**src/hw/aec_cfg.svh**
```systemverilog
/*
  constants of the event counter: register indexes, field bits,
  reset values and prescaler taps. assumes byte address = 4*index.
*/
// Contract
// - edge select 00 counts low pin falling edges
// - clock select 00 takes low pin events
// - upper overflow flag bit 7 shows overflow
// - lower overflow flag bit 6 shows overflow
// - split bit 0 chains, 1 splits channels
// - upper enable bit 3 gates upper events
// - lower enable bit 2 gates lower events
// - upper release bit 1 low holds upper clear
// - lower release bit 0 low holds lower clear
// - upper count is read-only high byte
// - lower count is read-only low byte
// - chained upper steps on lower overflow
// - power save counts but freezes flags
`ifndef AEC_CFG_SVH
`define AEC_CFG_SVH

// ----------------------------------------
// register indexes (byte address = 4*index)
// ----------------------------------------
`define AEC_IDX_EDGE     16'hFF92
`define AEC_IDX_CLKC     16'hFF94
`define AEC_IDX_CSR      16'hFF95
`define AEC_IDX_UCNT     16'hFF96
`define AEC_IDX_LCNT     16'hFF97
`define AEC_IDX_ISTAT    16'hFF98
`define AEC_IDX_IMASK    16'hFF99

// ----------------------------------------
// field positions
// ----------------------------------------
`define AEC_SEL_HI       5
`define AEC_SEL_LO       4
`define AEC_B_UOVF       7
`define AEC_B_LOVF       6
`define AEC_B_SPLIT      4
`define AEC_B_UEN        3
`define AEC_B_LEN        2
`define AEC_B_UREL       1
`define AEC_B_LREL       0
`define AEC_I_LOVF       0
`define AEC_I_UOVF       1

// ----------------------------------------
// reset values and prescaler tap masks
// ----------------------------------------
`define AEC_RST_REG      8'h00
`define AEC_CNT_FULL     8'hFF
`define AEC_TAP_1        8'h03
`define AEC_TAP_2        8'h0F
`define AEC_TAP_3        8'h3F

`endif

```
**src/hw/aec_pkg.sv**
```systemverilog
/*
  types of the event counter.
  assumes aec_cfg.svh holds the numbers.
*/
package aec_pkg;
  // edge sensing of the low event pin
  typedef enum logic [1:0] {
    AEC_EDGE_FALL = 2'h0,
    AEC_EDGE_RISE = 2'h1,
    AEC_EDGE_BOTH = 2'h2,
    AEC_EDGE_ALSO = 2'h3
  } aec_edge_t;
  // axi response codes
  typedef enum logic [1:0] {
    AEC_RESP_OKAY   = 2'h0,
    AEC_RESP_SLVERR = 2'h2
  } aec_resp_t;
endpackage

```
**src/hw/aec_sync.sv**
```systemverilog
/*
  two-flop synchroniser per bit.
  assumes inputs are asynchronous levels.
*/
`timescale 1ns/10ps
module aec_sync import aec_pkg::*; #(
  parameter int W = 2
) (
  input  wire logic         clk,    // system clock
  input  wire logic         nrst,   // async reset, low
  input  wire logic         ce,     // clock enable
  input  wire logic [W-1:0] d,      // raw inputs
  output logic      [W-1:0] q       // synchronised
);
  logic [W-1:0] meta;               // first stage, read by q only
  // one generate loop, one pair of flops per bit
  for (genvar i = 0; i < W; i++) begin : g_bit
    always_ff @(posedge clk or negedge nrst) begin
      if (!nrst) begin
        meta[i] <= 1'b0;
        q[i]    <= 1'b0;
      end else if (ce) begin
        meta[i] <= d[i];
        q[i]    <= meta[i];
      end
    end
  end
endmodule

```
**src/hw/aec_chan.sv**
```systemverilog
/*
  one 8-bit up-counter channel with hold-clear and step.
  assumes step is a one-cycle pulse already gated.
*/
`timescale 1ns/10ps
`include "aec_cfg.svh"
module aec_chan import aec_pkg::*; #(
  parameter int W = 8
) (
  input  wire logic         clk,    // system clock
  input  wire logic         nrst,   // async reset, low
  input  wire logic         ce,     // clock enable
  input  wire logic         hold,   // clear while high
  input  wire logic         step,   // count one event
  output logic      [W-1:0] count,  // current count
  output logic              ovf     // wrap pulse
);
  logic [W-1:0] next_count;         // incremented value
  // wrap happens when stepping from all ones
  assign ovf        = step && !hold && (count == {W{1'b1}});
  assign next_count = count + {{(W-1){1'b0}}, 1'b1};
  // hold wins over stepping
  always_ff @(posedge clk or negedge nrst) begin
    if (!nrst) begin
      count <= '0;
    end else if (ce) begin
      if (hold) begin
        count <= '0;
      end else if (step) begin
        count <= next_count;
      end
    end
  end
endmodule

```
**src/hw/aec_top.sv**
```systemverilog
/*
  async event counter: two 8-bit counters, chained or split,
  low pin edge/clock select, overflow flags, irq, axi4-lite.
  assumes event pins are asynchronous and slower than CLK/4;
  assumes one axi master, one write and one read at a time.
*/
`timescale 1ns/10ps
`include "aec_cfg.svh"
module aec_top import aec_pkg::*; #(
  parameter int AW = 18
) (
  // clock, reset, enable
  input  wire logic          CLK,
  input  wire logic          NRST,
  input  wire logic          CE,
  // event pins and power state
  input  wire logic          LOW_EVENT_PIN,
  input  wire logic          HIGH_EVENT_PIN,
  input  wire logic          POWER_SAVE,
  // axi write address
  input  wire logic [AW-1:0] AWADDR,
  input  wire logic          AWVALID,
  output logic               AWREADY,
  // axi write data
  input  wire logic [31:0]   WDATA,
  input  wire logic [3:0]    WSTRB,
  input  wire logic          WVALID,
  output logic               WREADY,
  // axi write response
  output logic [1:0]         BRESP,
  output logic               BVALID,
  input  wire logic          BREADY,
  // axi read address
  input  wire logic [AW-1:0] ARADDR,
  input  wire logic          ARVALID,
  output logic               ARREADY,
  // axi read data
  output logic [31:0]        RDATA,
  output logic [1:0]         RRESP,
  output logic               RVALID,
  input  wire logic          RREADY,
  // interrupt
  output logic               IRQ
);

  // ----------------------------------------
  // address map
  // ----------------------------------------
  localparam logic [AW-1:0] A_EDGE  = AW'({`AEC_IDX_EDGE, 2'b00});
  localparam logic [AW-1:0] A_CLKC  = AW'({`AEC_IDX_CLKC, 2'b00});
  localparam logic [AW-1:0] A_CSR   = AW'({`AEC_IDX_CSR, 2'b00});
  localparam logic [AW-1:0] A_UCNT  = AW'({`AEC_IDX_UCNT, 2'b00});
  localparam logic [AW-1:0] A_LCNT  = AW'({`AEC_IDX_LCNT, 2'b00});
  localparam logic [AW-1:0] A_ISTAT = AW'({`AEC_IDX_ISTAT, 2'b00});
  localparam logic [AW-1:0] A_IMASK = AW'({`AEC_IDX_IMASK, 2'b00});

  // ----------------------------------------
  // software registers
  // ----------------------------------------
  logic [7:0]    input_edge_select;      // edge select, rw
  logic [7:0]    counter_clock_control;  // clock select, rw
  logic [5:0]    csr_ctrl;               // csr bits 5..0
  logic          upper_overflow_flag;    // csr bit 7
  logic          lower_overflow_flag;    // csr bit 6
  logic          upper_armed;            // flag read as one
  logic          lower_armed;            // flag read as one
  logic [1:0]    irq_status;             // sticky events
  logic [1:0]    irq_mask;               // one enables

  // ----------------------------------------
  // write channel state
  // ----------------------------------------
  logic [AW-1:0] aw_addr;                // held address
  logic          aw_full;                // address held
  logic [7:0]    w_byte;                 // held low byte
  logic          w_lane;                 // low lane strobe
  logic          w_full;                 // data held

  // ----------------------------------------
  // event path wires
  // ----------------------------------------
  logic [1:0]    pin_sync;               // synced pins
  logic [1:0]    pin_prev;               // last synced
  logic [7:0]    presc;                  // free prescaler
  logic [7:0]    upper_count;            // upper channel
  logic [7:0]    lower_count;            // lower channel
  logic          upper_ovf;              // upper wrap
  logic          lower_ovf;              // lower wrap

  // ----------------------------------------
  // control field decode
  // ----------------------------------------
  aec_edge_t     edge_mode;
  wire           low_edge_sel_hi     = input_edge_select[`AEC_SEL_HI];
  wire           low_edge_sel_lo     = input_edge_select[`AEC_SEL_LO];
  wire           low_clk_sel_hi      = counter_clock_control[`AEC_SEL_HI];
  wire           low_clk_sel_lo      = counter_clock_control[`AEC_SEL_LO];
  wire           split_channel_mode  = csr_ctrl[`AEC_B_SPLIT];
  wire           upper_count_enable  = csr_ctrl[`AEC_B_UEN];
  wire           lower_count_enable  = csr_ctrl[`AEC_B_LEN];
  wire           upper_reset_release = csr_ctrl[`AEC_B_UREL];
  wire           lower_reset_release = csr_ctrl[`AEC_B_LREL];
  assign edge_mode = aec_edge_t'({low_edge_sel_hi, low_edge_sel_lo});

  // ----------------------------------------
  // pin synchronisers
  // ----------------------------------------
  // pins are asynchronous; nothing reads them before two flops
  aec_sync #(
    .W (2)
  ) u_sync (
    .clk  (CLK),
    .nrst (NRST),
    .ce   (CE),
    .d    ({HIGH_EVENT_PIN, LOW_EVENT_PIN}),
    .q    (pin_sync)
  );

  // previous sample for edge detection, plus free prescaler
  always_ff @(posedge CLK or negedge NRST) begin
    if (!NRST) begin
      pin_prev <= 2'h0;
      presc    <= 8'h00;
    end else if (CE) begin
      pin_prev <= pin_sync;
      presc    <= presc + 8'h01;
    end
  end

  // ----------------------------------------
  // edge detection and source select
  // ----------------------------------------
  wire low_fall  = pin_prev[0] && !pin_sync[0];
  wire low_rise  = !pin_prev[0] && pin_sync[0];
  wire high_fall = pin_prev[1] && !pin_sync[1];
  // 00 falls, 01 rises, 1x both edges
  wire low_pin_evt = (edge_mode == AEC_EDGE_FALL) ? low_fall :
                     (edge_mode == AEC_EDGE_RISE) ? low_rise :
                     (low_fall || low_rise);
  // prescaler taps: each fires one cycle per period
  wire tap1 = (presc & `AEC_TAP_1) == `AEC_TAP_1;
  wire tap2 = (presc & `AEC_TAP_2) == `AEC_TAP_2;
  wire tap3 = (presc & `AEC_TAP_3) == `AEC_TAP_3;
  wire [1:0] clk_sel = {low_clk_sel_hi, low_clk_sel_lo};
  // 00 takes pin events, others an internal tick
  wire low_src = (clk_sel == 2'h0) ? low_pin_evt :
                 (clk_sel == 2'h1) ? tap1 :
                 (clk_sel == 2'h2) ? tap2 : tap3;

  // ----------------------------------------
  // counter gating
  // ----------------------------------------
  // control bits act on the cycle of a sampled event, so a
  // change never splits an increment in half
  wire low_step = low_src && lower_count_enable;
  wire low_hold = !lower_reset_release;
  // chained: upper follows lower wraps; split: own pin
  wire up_src   = split_channel_mode ? high_fall : lower_ovf;
  wire up_step  = up_src && upper_count_enable;
  wire up_hold  = !upper_reset_release;

  // lower byte of the chained count
  aec_chan #(
    .W (8)
  ) u_lower (
    .clk   (CLK),
    .nrst  (NRST),
    .ce    (CE),
    .hold  (low_hold),
    .step  (low_step),
    .count (lower_count),
    .ovf   (lower_ovf)
  );

  // upper byte of the chained count
  aec_chan #(
    .W (8)
  ) u_upper (
    .clk   (CLK),
    .nrst  (NRST),
    .ce    (CE),
    .hold  (up_hold),
    .step  (up_step),
    .count (upper_count),
    .ovf   (upper_ovf)
  );

  // ----------------------------------------
  // flag events
  // ----------------------------------------
  // power save keeps counting but leaves flags and irq alone
  wire set_lovf = lower_ovf && !POWER_SAVE;
  wire set_uovf = upper_ovf && !POWER_SAVE;

  // ----------------------------------------
  // axi write decode
  // ----------------------------------------
  wire aw_take   = AWVALID && AWREADY;
  wire w_take    = WVALID && WREADY;
  wire do_write  = aw_full && w_full && !BVALID;
  wire wr_edge   = do_write && w_lane && (aw_addr == A_EDGE);
  wire wr_clkc   = do_write && w_lane && (aw_addr == A_CLKC);
  wire wr_csr    = do_write && w_lane && (aw_addr == A_CSR);
  wire wr_istat  = do_write && w_lane && (aw_addr == A_ISTAT);
  wire wr_imask  = do_write && w_lane && (aw_addr == A_IMASK);
  // counters are mapped but ignore writes
  wire wr_mapped = (aw_addr == A_EDGE) || (aw_addr == A_CLKC) ||
                   (aw_addr == A_CSR) || (aw_addr == A_UCNT) ||
                   (aw_addr == A_LCNT) || (aw_addr == A_ISTAT) ||
                   (aw_addr == A_IMASK);
  wire b_done    = BVALID && BREADY;

  // ----------------------------------------
  // axi read decode
  // ----------------------------------------
  wire ar_take  = ARVALID && ARREADY;
  wire rd_csr   = ar_take && (ARADDR == A_CSR);
  wire [7:0] csr_view = {upper_overflow_flag, lower_overflow_flag,
                         2'h0, csr_ctrl[3:0]};
  // bits 5..4 of csr: bit 4 split; bit 5 spare storage
  wire [7:0] csr_read = {csr_view[7:6], csr_ctrl[5:4], csr_view[3:0]};
  wire rd_mapped = (ARADDR == A_EDGE) || (ARADDR == A_CLKC) ||
                   (ARADDR == A_CSR) || (ARADDR == A_UCNT) ||
                   (ARADDR == A_LCNT) || (ARADDR == A_ISTAT) ||
                   (ARADDR == A_IMASK);
  wire [7:0] rd_byte = (ARADDR == A_EDGE)  ? input_edge_select :
                       (ARADDR == A_CLKC)  ? counter_clock_control :
                       (ARADDR == A_CSR)   ? csr_read :
                       (ARADDR == A_UCNT)  ? upper_count :
                       (ARADDR == A_LCNT)  ? lower_count :
                       (ARADDR == A_ISTAT) ? {6'h00, irq_status} :
                       (ARADDR == A_IMASK) ? {6'h00, irq_mask} :
                       8'h00;
  wire r_done = RVALID && RREADY;

  // ----------------------------------------
  // overflow flag next values
  // ----------------------------------------
  // clear needs a prior read of one and a written zero;
  // an overflow in the same cycle still wins
  wire clr_u = wr_csr && upper_armed && !w_byte[`AEC_B_UOVF];
  wire clr_l = wr_csr && lower_armed && !w_byte[`AEC_B_LOVF];
  wire next_upper_flag = set_uovf || (upper_overflow_flag && !clr_u);
  wire next_lower_flag = set_lovf || (lower_overflow_flag && !clr_l);
  // arming survives until a clearing write, even one that a same-cycle overflow overrides
  wire next_upper_armed = (rd_csr && upper_overflow_flag) ||
                          (upper_armed && !clr_u);
  wire next_lower_armed = (rd_csr && lower_overflow_flag) ||
                          (lower_armed && !clr_l);

  // ----------------------------------------
  // interrupt status next value
  // ----------------------------------------
  wire [1:0] irq_set = {set_uovf, set_lovf};
  wire [1:0] irq_clr = wr_istat ? w_byte[1:0] : 2'h0;
  wire [1:0] next_irq_status = irq_set | (irq_status & ~irq_clr);
  wire next_irq = |(next_irq_status & irq_mask);

  // control registers, written over the low lane only
  always_ff @(posedge CLK or negedge NRST) begin
    if (!NRST) begin
      input_edge_select     <= `AEC_RST_REG;
      counter_clock_control <= `AEC_RST_REG;
      csr_ctrl              <= 6'h00;
      irq_mask              <= 2'h0;
    end else if (CE) begin
      if (wr_edge) begin
        input_edge_select <= w_byte;
      end
      if (wr_clkc) begin
        counter_clock_control <= w_byte;
      end
      if (wr_csr) begin
        csr_ctrl <= w_byte[5:0];
      end
      if (wr_imask) begin
        irq_mask <= w_byte[1:0];
      end
    end
  end

  // overflow flags and interrupt state
  always_ff @(posedge CLK or negedge NRST) begin
    if (!NRST) begin
      upper_overflow_flag <= 1'b0;
      lower_overflow_flag <= 1'b0;
      upper_armed         <= 1'b0;
      lower_armed         <= 1'b0;
      irq_status          <= 2'h0;
      IRQ                 <= 1'b0;
    end else if (CE) begin
      upper_overflow_flag <= next_upper_flag;
      lower_overflow_flag <= next_lower_flag;
      upper_armed         <= next_upper_armed;
      lower_armed         <= next_lower_armed;
      irq_status          <= next_irq_status;
      IRQ                 <= next_irq;
    end
  end

  // ----------------------------------------
  // axi write channel
  // ----------------------------------------
  // address and data may land in either order; readies stay low
  // until the response is taken, so only one write is in flight
  always_ff @(posedge CLK or negedge NRST) begin
    if (!NRST) begin
      AWREADY <= 1'b1;
      WREADY  <= 1'b1;
      aw_addr <= '0;
      aw_full <= 1'b0;
      w_byte  <= 8'h00;
      w_lane  <= 1'b0;
      w_full  <= 1'b0;
      BVALID  <= 1'b0;
      BRESP   <= AEC_RESP_OKAY;
    end else if (CE) begin
      if (aw_take) begin
        aw_addr <= AWADDR;
        aw_full <= 1'b1;
        AWREADY <= 1'b0;
      end
      if (w_take) begin
        w_byte <= WDATA[7:0];
        w_lane <= WSTRB[0];
        w_full <= 1'b1;
        WREADY <= 1'b0;
      end
      if (do_write) begin
        aw_full <= 1'b0;
        w_full  <= 1'b0;
        BVALID  <= 1'b1;
        BRESP   <= wr_mapped ? AEC_RESP_OKAY : AEC_RESP_SLVERR;
      end
      if (b_done) begin
        BVALID  <= 1'b0;
        AWREADY <= 1'b1;
        WREADY  <= 1'b1;
      end
    end
  end

  // ----------------------------------------
  // axi read channel
  // ----------------------------------------
  // data is captured at the address handshake, one cycle latency
  always_ff @(posedge CLK or negedge NRST) begin
    if (!NRST) begin
      ARREADY <= 1'b1;
      RVALID  <= 1'b0;
      RDATA   <= 32'h00000000;
      RRESP   <= AEC_RESP_OKAY;
    end else if (CE) begin
      if (ar_take) begin
        ARREADY <= 1'b0;
        RVALID  <= 1'b1;
        RDATA   <= {24'h000000, rd_byte};
        RRESP   <= rd_mapped ? AEC_RESP_OKAY : AEC_RESP_SLVERR;
      end
      if (r_done) begin
        RVALID  <= 1'b0;
        ARREADY <= 1'b1;
      end
    end
  end

  // a counter read while counting may tear between bytes; software
  // stops both enables first, the logic does not latch a snapshot
  // chained mode counts right only if upper enable is on at every lower wrap

endmodule

```
**config.mk**
```make
export PLATFORM = sky130hd
export DESIGN_NAME = aec_top
export DESIGN_NICKNAME = d
export VERILOG_FILES = /design/src/hw/aec_pkg.sv /design/src/hw/aec_sync.sv /design/src/hw/aec_chan.sv /design/src/hw/aec_top.sv
export VERILOG_INCLUDE_DIRS = /design/src /design/src/hw
export SDC_FILE = /design/constraint.sdc
export NUM_CORES = 1
export LEC_CHECK = 0
export BUFFER_PORTS_ARGS = -buffer_cell sky130_fd_sc_hd__buf_2
export CORE_MARGIN = 2
export CORE_UTILIZATION = 50
export CTS_BUF_LIST = sky130_fd_sc_hd__clkbuf_4
export CTS_CLUSTER_SIZE = 16
export DETAILED_ROUTE_END_ITERATION = 10
export GPL_ROUTABILITY_DRIVEN = 0
export PLACE_DENSITY = 0.76
export SETUP_SLACK_MARGIN = 0.4
export SLEW_MARGIN = 20
export SYNTH_ARGS = -nofsm -noshare
export SYNTH_HDL_FRONTEND = slang
export SYNTH_SLANG_ARGS = --single-unit
```
**constraint.sdc**
```tcl
create_clock -name CLK -period 2.7 [get_ports CLK]
set_input_delay 0.81 -clock CLK [delete_from_list [all_inputs] [get_ports CLK]]
set_output_delay 0.81 -clock CLK [all_outputs]
set_load 0.03 [all_outputs]
```
==> results.toml, run 1 <==
[run_status]
outcome = "complete, no violations"

[floorplanning]
initial_core_util_pct = 52.0
core.rowCount = 36
ioPinCount = 125
die_area_um2 = 11100
die_y_um = 105
die_x_um = 105
core_area_um2 = 9860

[clock_network]
cts.sinks = 103
tritoncts = "built"
cts_buffers = 9
clk_latency_ps = 460
cts_max_level = 3
cts-root-buf = "clkbuf_4"
holdBufCountCts = 0
clkTransAtPathRegs_ps = 160
clock_path_buffers = 2

[layout]
fin_cells = 690
utilization_pct = 60.6
layout.nets = 640
drive_gt1_share_pct = 37.0
diodes = 0
area_delta_synth_final_pct = 16.5
nFillCells = 822

[worst_setup_path]
critPathRequiredTime_ps = 3040
reg2reg_from = "aw_addr[0]$_DFFE_PN0P_"
cpPeakStageDelay_ps = 550
path_class = "flip-flop to flip-flop"
path_cells = "or4b_4 > nor4_4 > nand4_4 > or4_4 > buf_8 > mux2_4"
reg2reg_to = "input_edge_select[6]$_DFFE_PN0P_"
cp.arrival_ps = 2690
reg2reg_depth = 6
cp-end-kind = "flip-flop"
cp_num_buf_inv = 1
start_kind = "flip-flop"
critical-path-top-delay-family = "simple AND/OR/NAND/NOR gates"
slowest_stage = "or4b_4"
regToRegSetupSlack_ps = 350
crit_path_max_fanout = 8

[yosys]
ys.flop_type = "dfrtp_1"
synthSimpleGateAreaFrac_pct = 14.6
ys_ff_latch = 103
synthXorXnorAreaFrac_pct = 1.37
synth_compound_area_share_pct = 10.3
async_flop_share_pct = 100
ys_warn_count = 0
synth.distinct_cells = 60
synth_top_family_by_area = "multiplexers"
muxShareOfSynthArea_pct = 15.6
synth_fa_ha_area_share_pct = 1.22
netlist_area_um2 = 5130
synth-edff-count = 0
synthCells = 452
seq_area_frac_synth_pct = 50.3
avgSynthCellArea_um2 = 11.4

[job]
drv_cap = 0

[timing]
max_freq_mhz = 426
period_share_pct = 87.0
setup_viol = 0
rsz0062_at_grt = "yes"
fin_skew_ps = 26.9
slew_viol_final = 0
final_hold_viol_count = 0
min_period_ps = 2350

[drt]
num_vias = 3813
drt_iter0_drc = 192
final_antenna_net_count = 0
detail_route.wl_per_cell_um = 16.2
viasPerCell = 5.53
first_pass_iters = 5
drc = 0
wl_mm = 11.2

[power_and_ir_drop]
p_sw_uw = 731
clock_power_share_pct = 27.4
power_density_nw_per_um2 = 448
p_int_uw = 1950
peakVddDrop_mv = 0.342
swShare_pct = 27.2
pwr-share-seq_pct = 61.9
leakagePower_uw = 0.00295
combPwrFrac_pct = 10.7

[placement]
io_buffers = 71
dp_hpwl_mm = 8.37
place_inst = 662

[global_route]
grt_pass1_vias = 3804
grt_max_degree = 72
track_usage_pct = 21.1
antenna_found_initial = 0
overflow = 0
grt_pass1_wl_mm = 18.7

[min_path]
min_path_type = "input pin to async pin"
-- cells by family (layout without fill, tap and decap cells) --
group | after synthesis | after routing
AND/OR/NAND/NOR | 133 | 133
adder cells (fa/ha/maj) | 5 | 5
AO/OA/AOI/OAI | 82 | 82
buffers and inverters | 58 | 138
XOR/XNOR | 8 | 8
multiplexers | 62 | 62
other | 1 | 26
flip-flops | 103 | 103
-- synth_stat cells, drive strengths merged, types with 3 or more instances --
cell type,count,share of area (%)
nor4,5,1.2
a31oi,5,0.61
and3,6,0.73
nand4b,3,0.51
dfrtp,100,49
o21ai,28,2.7
nand3,11,1.1
nor2,15,1.1
clkbuf,9,0.66
ha,5,1.2
mux2,51,12
a21oi,14,1.4
mux2i,4,0.78
nor4bb,3,0.59
mux4,7,3.1
dfstp,3,1.5
a32o,4,0.78
nand2b,5,0.61
a211oi,4,0.59
or4,5,0.80
nor3,3,0.29
nor2b,4,0.49
inv,17,1.2
xnor2,6,1.0
buf,32,4.6
a22oi,7,1.0
a211o,4,0.68
nand4,12,1.8
nand2,50,3.7
-- how the worst max path moves through the flow --
stage / start / endpoint / slack [ps] / depth (start not counted)
final: aw_addr[0]$_DFFE_PN0P_ / input_edge_select[6]$_DFFE_PN0P_ / 350 / 6
after global routing: aw_addr[0]$_DFFE_PN0P_ / input_edge_select[7]$_DFFE_PN0P_ / 280 / 6
after CTS: aw_addr[0]$_DFFE_PN0P_ / input_edge_select[6]$_DFFE_PN0P_ / 360 / 6
after detailed placement: ARADDR[1] / RDATA[4]$_DFFE_PN0P_ / -8 / 7
after global placement: ARADDR[1] / RDATA[1]$_DFFE_PN0P_ / 20 / 7
after floorplan: ARADDR[1] / RDATA[1]$_DFFE_PN0P_ / 100 / 6
-- stage by stage --
stage	TNS, ps	cell area [µm²]	hold slack (ps)	total power (µW)	setup slack, ps
3_5_place_dp	-13.8	5670	462	1980	-8.21
6_report	0	5980	245	2680	350
4_1_cts	0	5890	236	2700	362
5_1_grt	0	5980	228	2810	277
3_3_place_gp	0	5670	459	1960	18.1
2_1_floorplan	0	5240	442	1880	101
-- power by group through the flow --
stage | Sequential, µW | Clock (µW) | Combinational (µW)
final | 1660 | 735 | 286
after global routing | 1670 | 815 | 323
after CTS | 1660 | 748 | 287
after detailed placement | 1690 | 0 | 286
after global placement | 1680 | 0 | 272
after floorplan | 1680 | 0 | 199
-- metal layers --
| layer | GRT usage (%) | wire, µm | vias to the layer above |
|---|---|---|---|
| li1 | - | - | 1794 |
| met1 | 27.3 | 4760 | 1841 |
| met2 | 34.7 | 5320 | 151 |
| met3 | 5.75 | 782 | 27 |
| met4 | 6.76 | 303 | 0 |
| met5 | 0 | 0 | - |
-- cell usage in the layout, fill, tap and decap left out, drive strengths merged, types with 4 or more instances in the layout --
cell type  synthesis  final
and3               6      6
conb               1     26
ha                 5      5
mux4               7      7
or4                5      5
a31oi              5      5
inv               17     20
nor4               5      5
nand2b             5      5
a211o              4      4
nand3             11     11
clkbuf             9     12
nand2             50     50
nor2              15     15
buf               32    105
mux2              51     51
nand4             12     12
nor2b              4      4
o21ai             28     28
dfrtp            100    100
mux2i              4      4
a32o               4      4
a211oi             4      4
a22oi              7      7
xnor2              6      6
a21oi             14     14
-- cell type report --
type,instances,area (µm²),share of cell area [%]
Multi-Input combinational cell,316,2390,39.9
Clock inverter,4,30.0,0.502
Tap cell,133,166,2.78
Timing Repair Buffer,105,657,11.0
Inverter,17,63.8,1.07
Sequential cell,103,2580,43.2
Clock buffer,12,90.1,1.51
-- sequential cells by signal, summed over array words and instances, names as in the netlist, 2 cells and up --
signal	cells
u_sync.q	2
u_upper.count	8
aw_addr	18
presc	6
csr_ctrl	6
u_lower.count	8
irq_status	2
w_byte	8
RDATA	8
pin_prev	2
counter_clock_control	8
input_edge_select	8
irq_mask	2
u_sync.meta	2
-- repair_timing --
action	4_1_cts	5_1_grt
setup buffers	9	3
pin swaps	4	6
gates resized for setup	6	22
endpoints found under the setup margin	30	45
(Power assumes the default switching activity.)
==> run 2, diff against run 1 <==
- PLACE_DENSITY: 0.76 -> 0.79
- REMOVE_ABC_BUFFERS: unset -> 1
- clock period: 2.7 -> 2.13 ns (I/O delays scaled with it)
==> run 2 against run 1 <==
  * The flow now finishes with violations (setup timing)
  * Combinational power up 73%
  * Cell area up 13%
  * Total power up 45%
  * First-iteration DRC count rose to 2.9 times the previous value
  * Flip-flop and latch count unchanged
  * Maximum frequency down 1.4%
  * Utilization up 7.7 points
  * Die area unchanged
  * Non-clock buffer count up 31
  * Sequential power up 28%
  * Clock power up 73%
==> results.toml, run 2 (synthesized netlist as in run 1, its figures left out) <==
[drt]
routed-wl-met3_mm = 1.07
final_antenna_net_count = 0
viasPerCell = 5.84
first_pass_iters = 5
num_vias = 4217
dr.max_layer_used = "met4"
wl_met2_mm = 7.28
drc = 0
wl_mm = 14.4
detail_route.wl_per_cell_um = 19.9
drt_iter0_drc = 554
wl_met1_mm = 5.45

[clock_network]
cts.sinks = 103
clock_path_buffers = 2
tritoncts = "built"
clkTransAtPathRegs_ps = 170
cts_buffers = 9
clk_latency_ps = 450
cts_max_level = 3
cts-root-buf = "clkbuf_4"

[timing]
slew_viol_final = 0
final_hold_viol_count = 0
worst_pin_slew_ps = 487
rsz0062_at_grt = "yes"
fin_ws_ps = -254
max_freq_mhz = 419
setup_viol = 28
slew_headroom_pct = 67.1
period_share_pct = 112
min_period_ps = 2380
tns_ps = -5540
fin_skew_ps = 23.0

[power_and_ir_drop]
peakVddDrop_mv = 0.462
p_int_uw = 2860
power_density_nw_per_um2 = 577
p_total_uw = 3890
swShare_pct = 26.4
combPwrFrac_pct = 12.7
clock_power_share_pct = 32.8
p_sw_uw = 1030
leakagePower_uw = 0.00320
pwr-share-seq_pct = 54.5

[global_route]
grt_pass1_wl_mm = 21.4
grt_pass1_vias = 4184
overflow = 0
grt_max_degree = 38
track_usage_pct = 24.4
antenna_found_initial = 1

[worst_setup_path]
start_kind = "flip-flop"
reg2reg_from = "aw_addr[1]$_DFFE_PN0P_"
crit_path_max_fanout = 10
cp.arrival_ps = 2720
cp-end-kind = "flip-flop"
path_class = "flip-flop to flip-flop"
reg2reg_to = "input_edge_select[2]$_DFFE_PN0P_"
reg2reg_depth = 6
regToRegSetupSlack_ps = -250
critPathRequiredTime_ps = 2470

[floorplanning]
initial_core_util_pct = 52.0
die_y_um = 105
core.rowCount = 36
die_x_um = 105
core_area_um2 = 9860
ioPinCount = 125
die_area_um2 = 11100

[placement]
pre_cts_ws_ps = -468
place_inst = 682
io_buffers = 71
dp_hpwl_mm = 8.61

[job]
drv_cap = 0

[layout]
fin_cells = 722
largest_reg_flops = 18
area_delta_synth_final_pct = 31.3
nFillCells = 679
utilization_pct = 68.3
drive_gt1_share_pct = 47.4
regMostFlops = "aw_addr"
final_cell_mix = "dfrtp_1 (100), buf_2 (59), nand2_1 (48), buf_4 (48), mux2_2 (43)"
layout.nets = 672
mostFrequentLayoutCell = "dfrtp_1"

[min_path]
min_path_type = "input pin to async pin"

[run_status]
outcome = "finished, violations left"
violations = "setup timing"
## run 2: changes by cell type in the layout (fill, tap and decap cells not counted), moves of 4 or more
cell and delta:
o21ai_0 -9, buf_2 -9, a22oi_2 +6, a21oi_1 -5
buf_4 +18, o21ai_1 +4, a22oi_1 -6, o21ai_2 +5
a21oi_2 +4, buf_6 +18
## run 2: power groups by stage
| stage | Combinational (µW) | Sequential [µW] | Clock [µW] |
|---|---|---|---|
| floorplan | 200 | 2130 | 0 |
| detailed placement | 400 | 2140 | 0 |
| global route | 532 | 2130 | 1360 |
| global placement | 377 | 2130 | 0 |
| finish | 495 | 2120 | 1270 |
| CTS | 435 | 2100 | 1270 |
## run 2: metrics by stage
step | instance area (µm²) | hold slack, ps
5_1_grt | 6740 | 87.3
6_report | 6740 | 95.8
3_3_place_gp | 5850 | 459
3_5_place_dp | 5850 | 466
2_1_floorplan | 4960 | 343
4_1_cts | 6490 | 87.3
## run 2: how the worst max path moves through the flow
stage	cells after the start	to	slack, ps	from
finish	6	input_edge_select[2]$_DFFE_PN0P_	-250	aw_addr[1]$_DFFE_PN0P_
global route	6	input_edge_select[2]$_DFFE_PN0P_	-400	aw_addr[0]$_DFFE_PN0P_
CTS	6	input_edge_select[7]$_DFFE_PN0P_	-250	aw_addr[1]$_DFFE_PN0P_
detailed placement	7	RDATA[2]$_DFFE_PN0P_	-470	ARADDR[1]
global placement	6	input_edge_select[2]$_DFFE_PN0P_	-400	aw_addr[1]$_DFFE_PN0P_
floorplan	6	RDATA[1]$_DFFE_PN0P_	-710	ARADDR[1]
## run 2: cell type report
| cell class | count | area, µm² | area share [%] |
|---|---|---|---|
| multi-input cells | 317 | 2720 | 40.4 |
| flip-flops and latches | 103 | 2580 | 38.3 |
| repair buffers | 136 | 1020 | 15.1 |
| well taps | 133 | 166 | 2.47 |
| clock inverters | 6 | 118 | 1.75 |
| clock buffers | 9 | 67.6 | 1.00 |
| inverters | 17 | 63.8 | 0.947 |
| diodes | 1 | 2.50 | 0.0372 |
## run 2: worst max-delay path, stage by stage, from the launching register on
cell	delay, ps
dfrtp_1	400
or4b_4	550
nor4_4	240
nand4_4	180
or4_4	460
buf_8	170
mux2_4	290
## run 2: timing repair
action	in CTS	in global routing
setup buffers	12	10
endpoints found under the setup margin	61	66
cloned	2	0
hold buffers	0	0
resized for setup	94	38
pin swaps	34	24
## run 2: layer usage
metal | global-route usage (%) | up-vias
met5 | 0 | -
met4 | 9.14 | 0
met3 | 4.02 | 46
met2 | 42.6 | 231
met1 | 30.5 | 2082
li1 | - | 1858
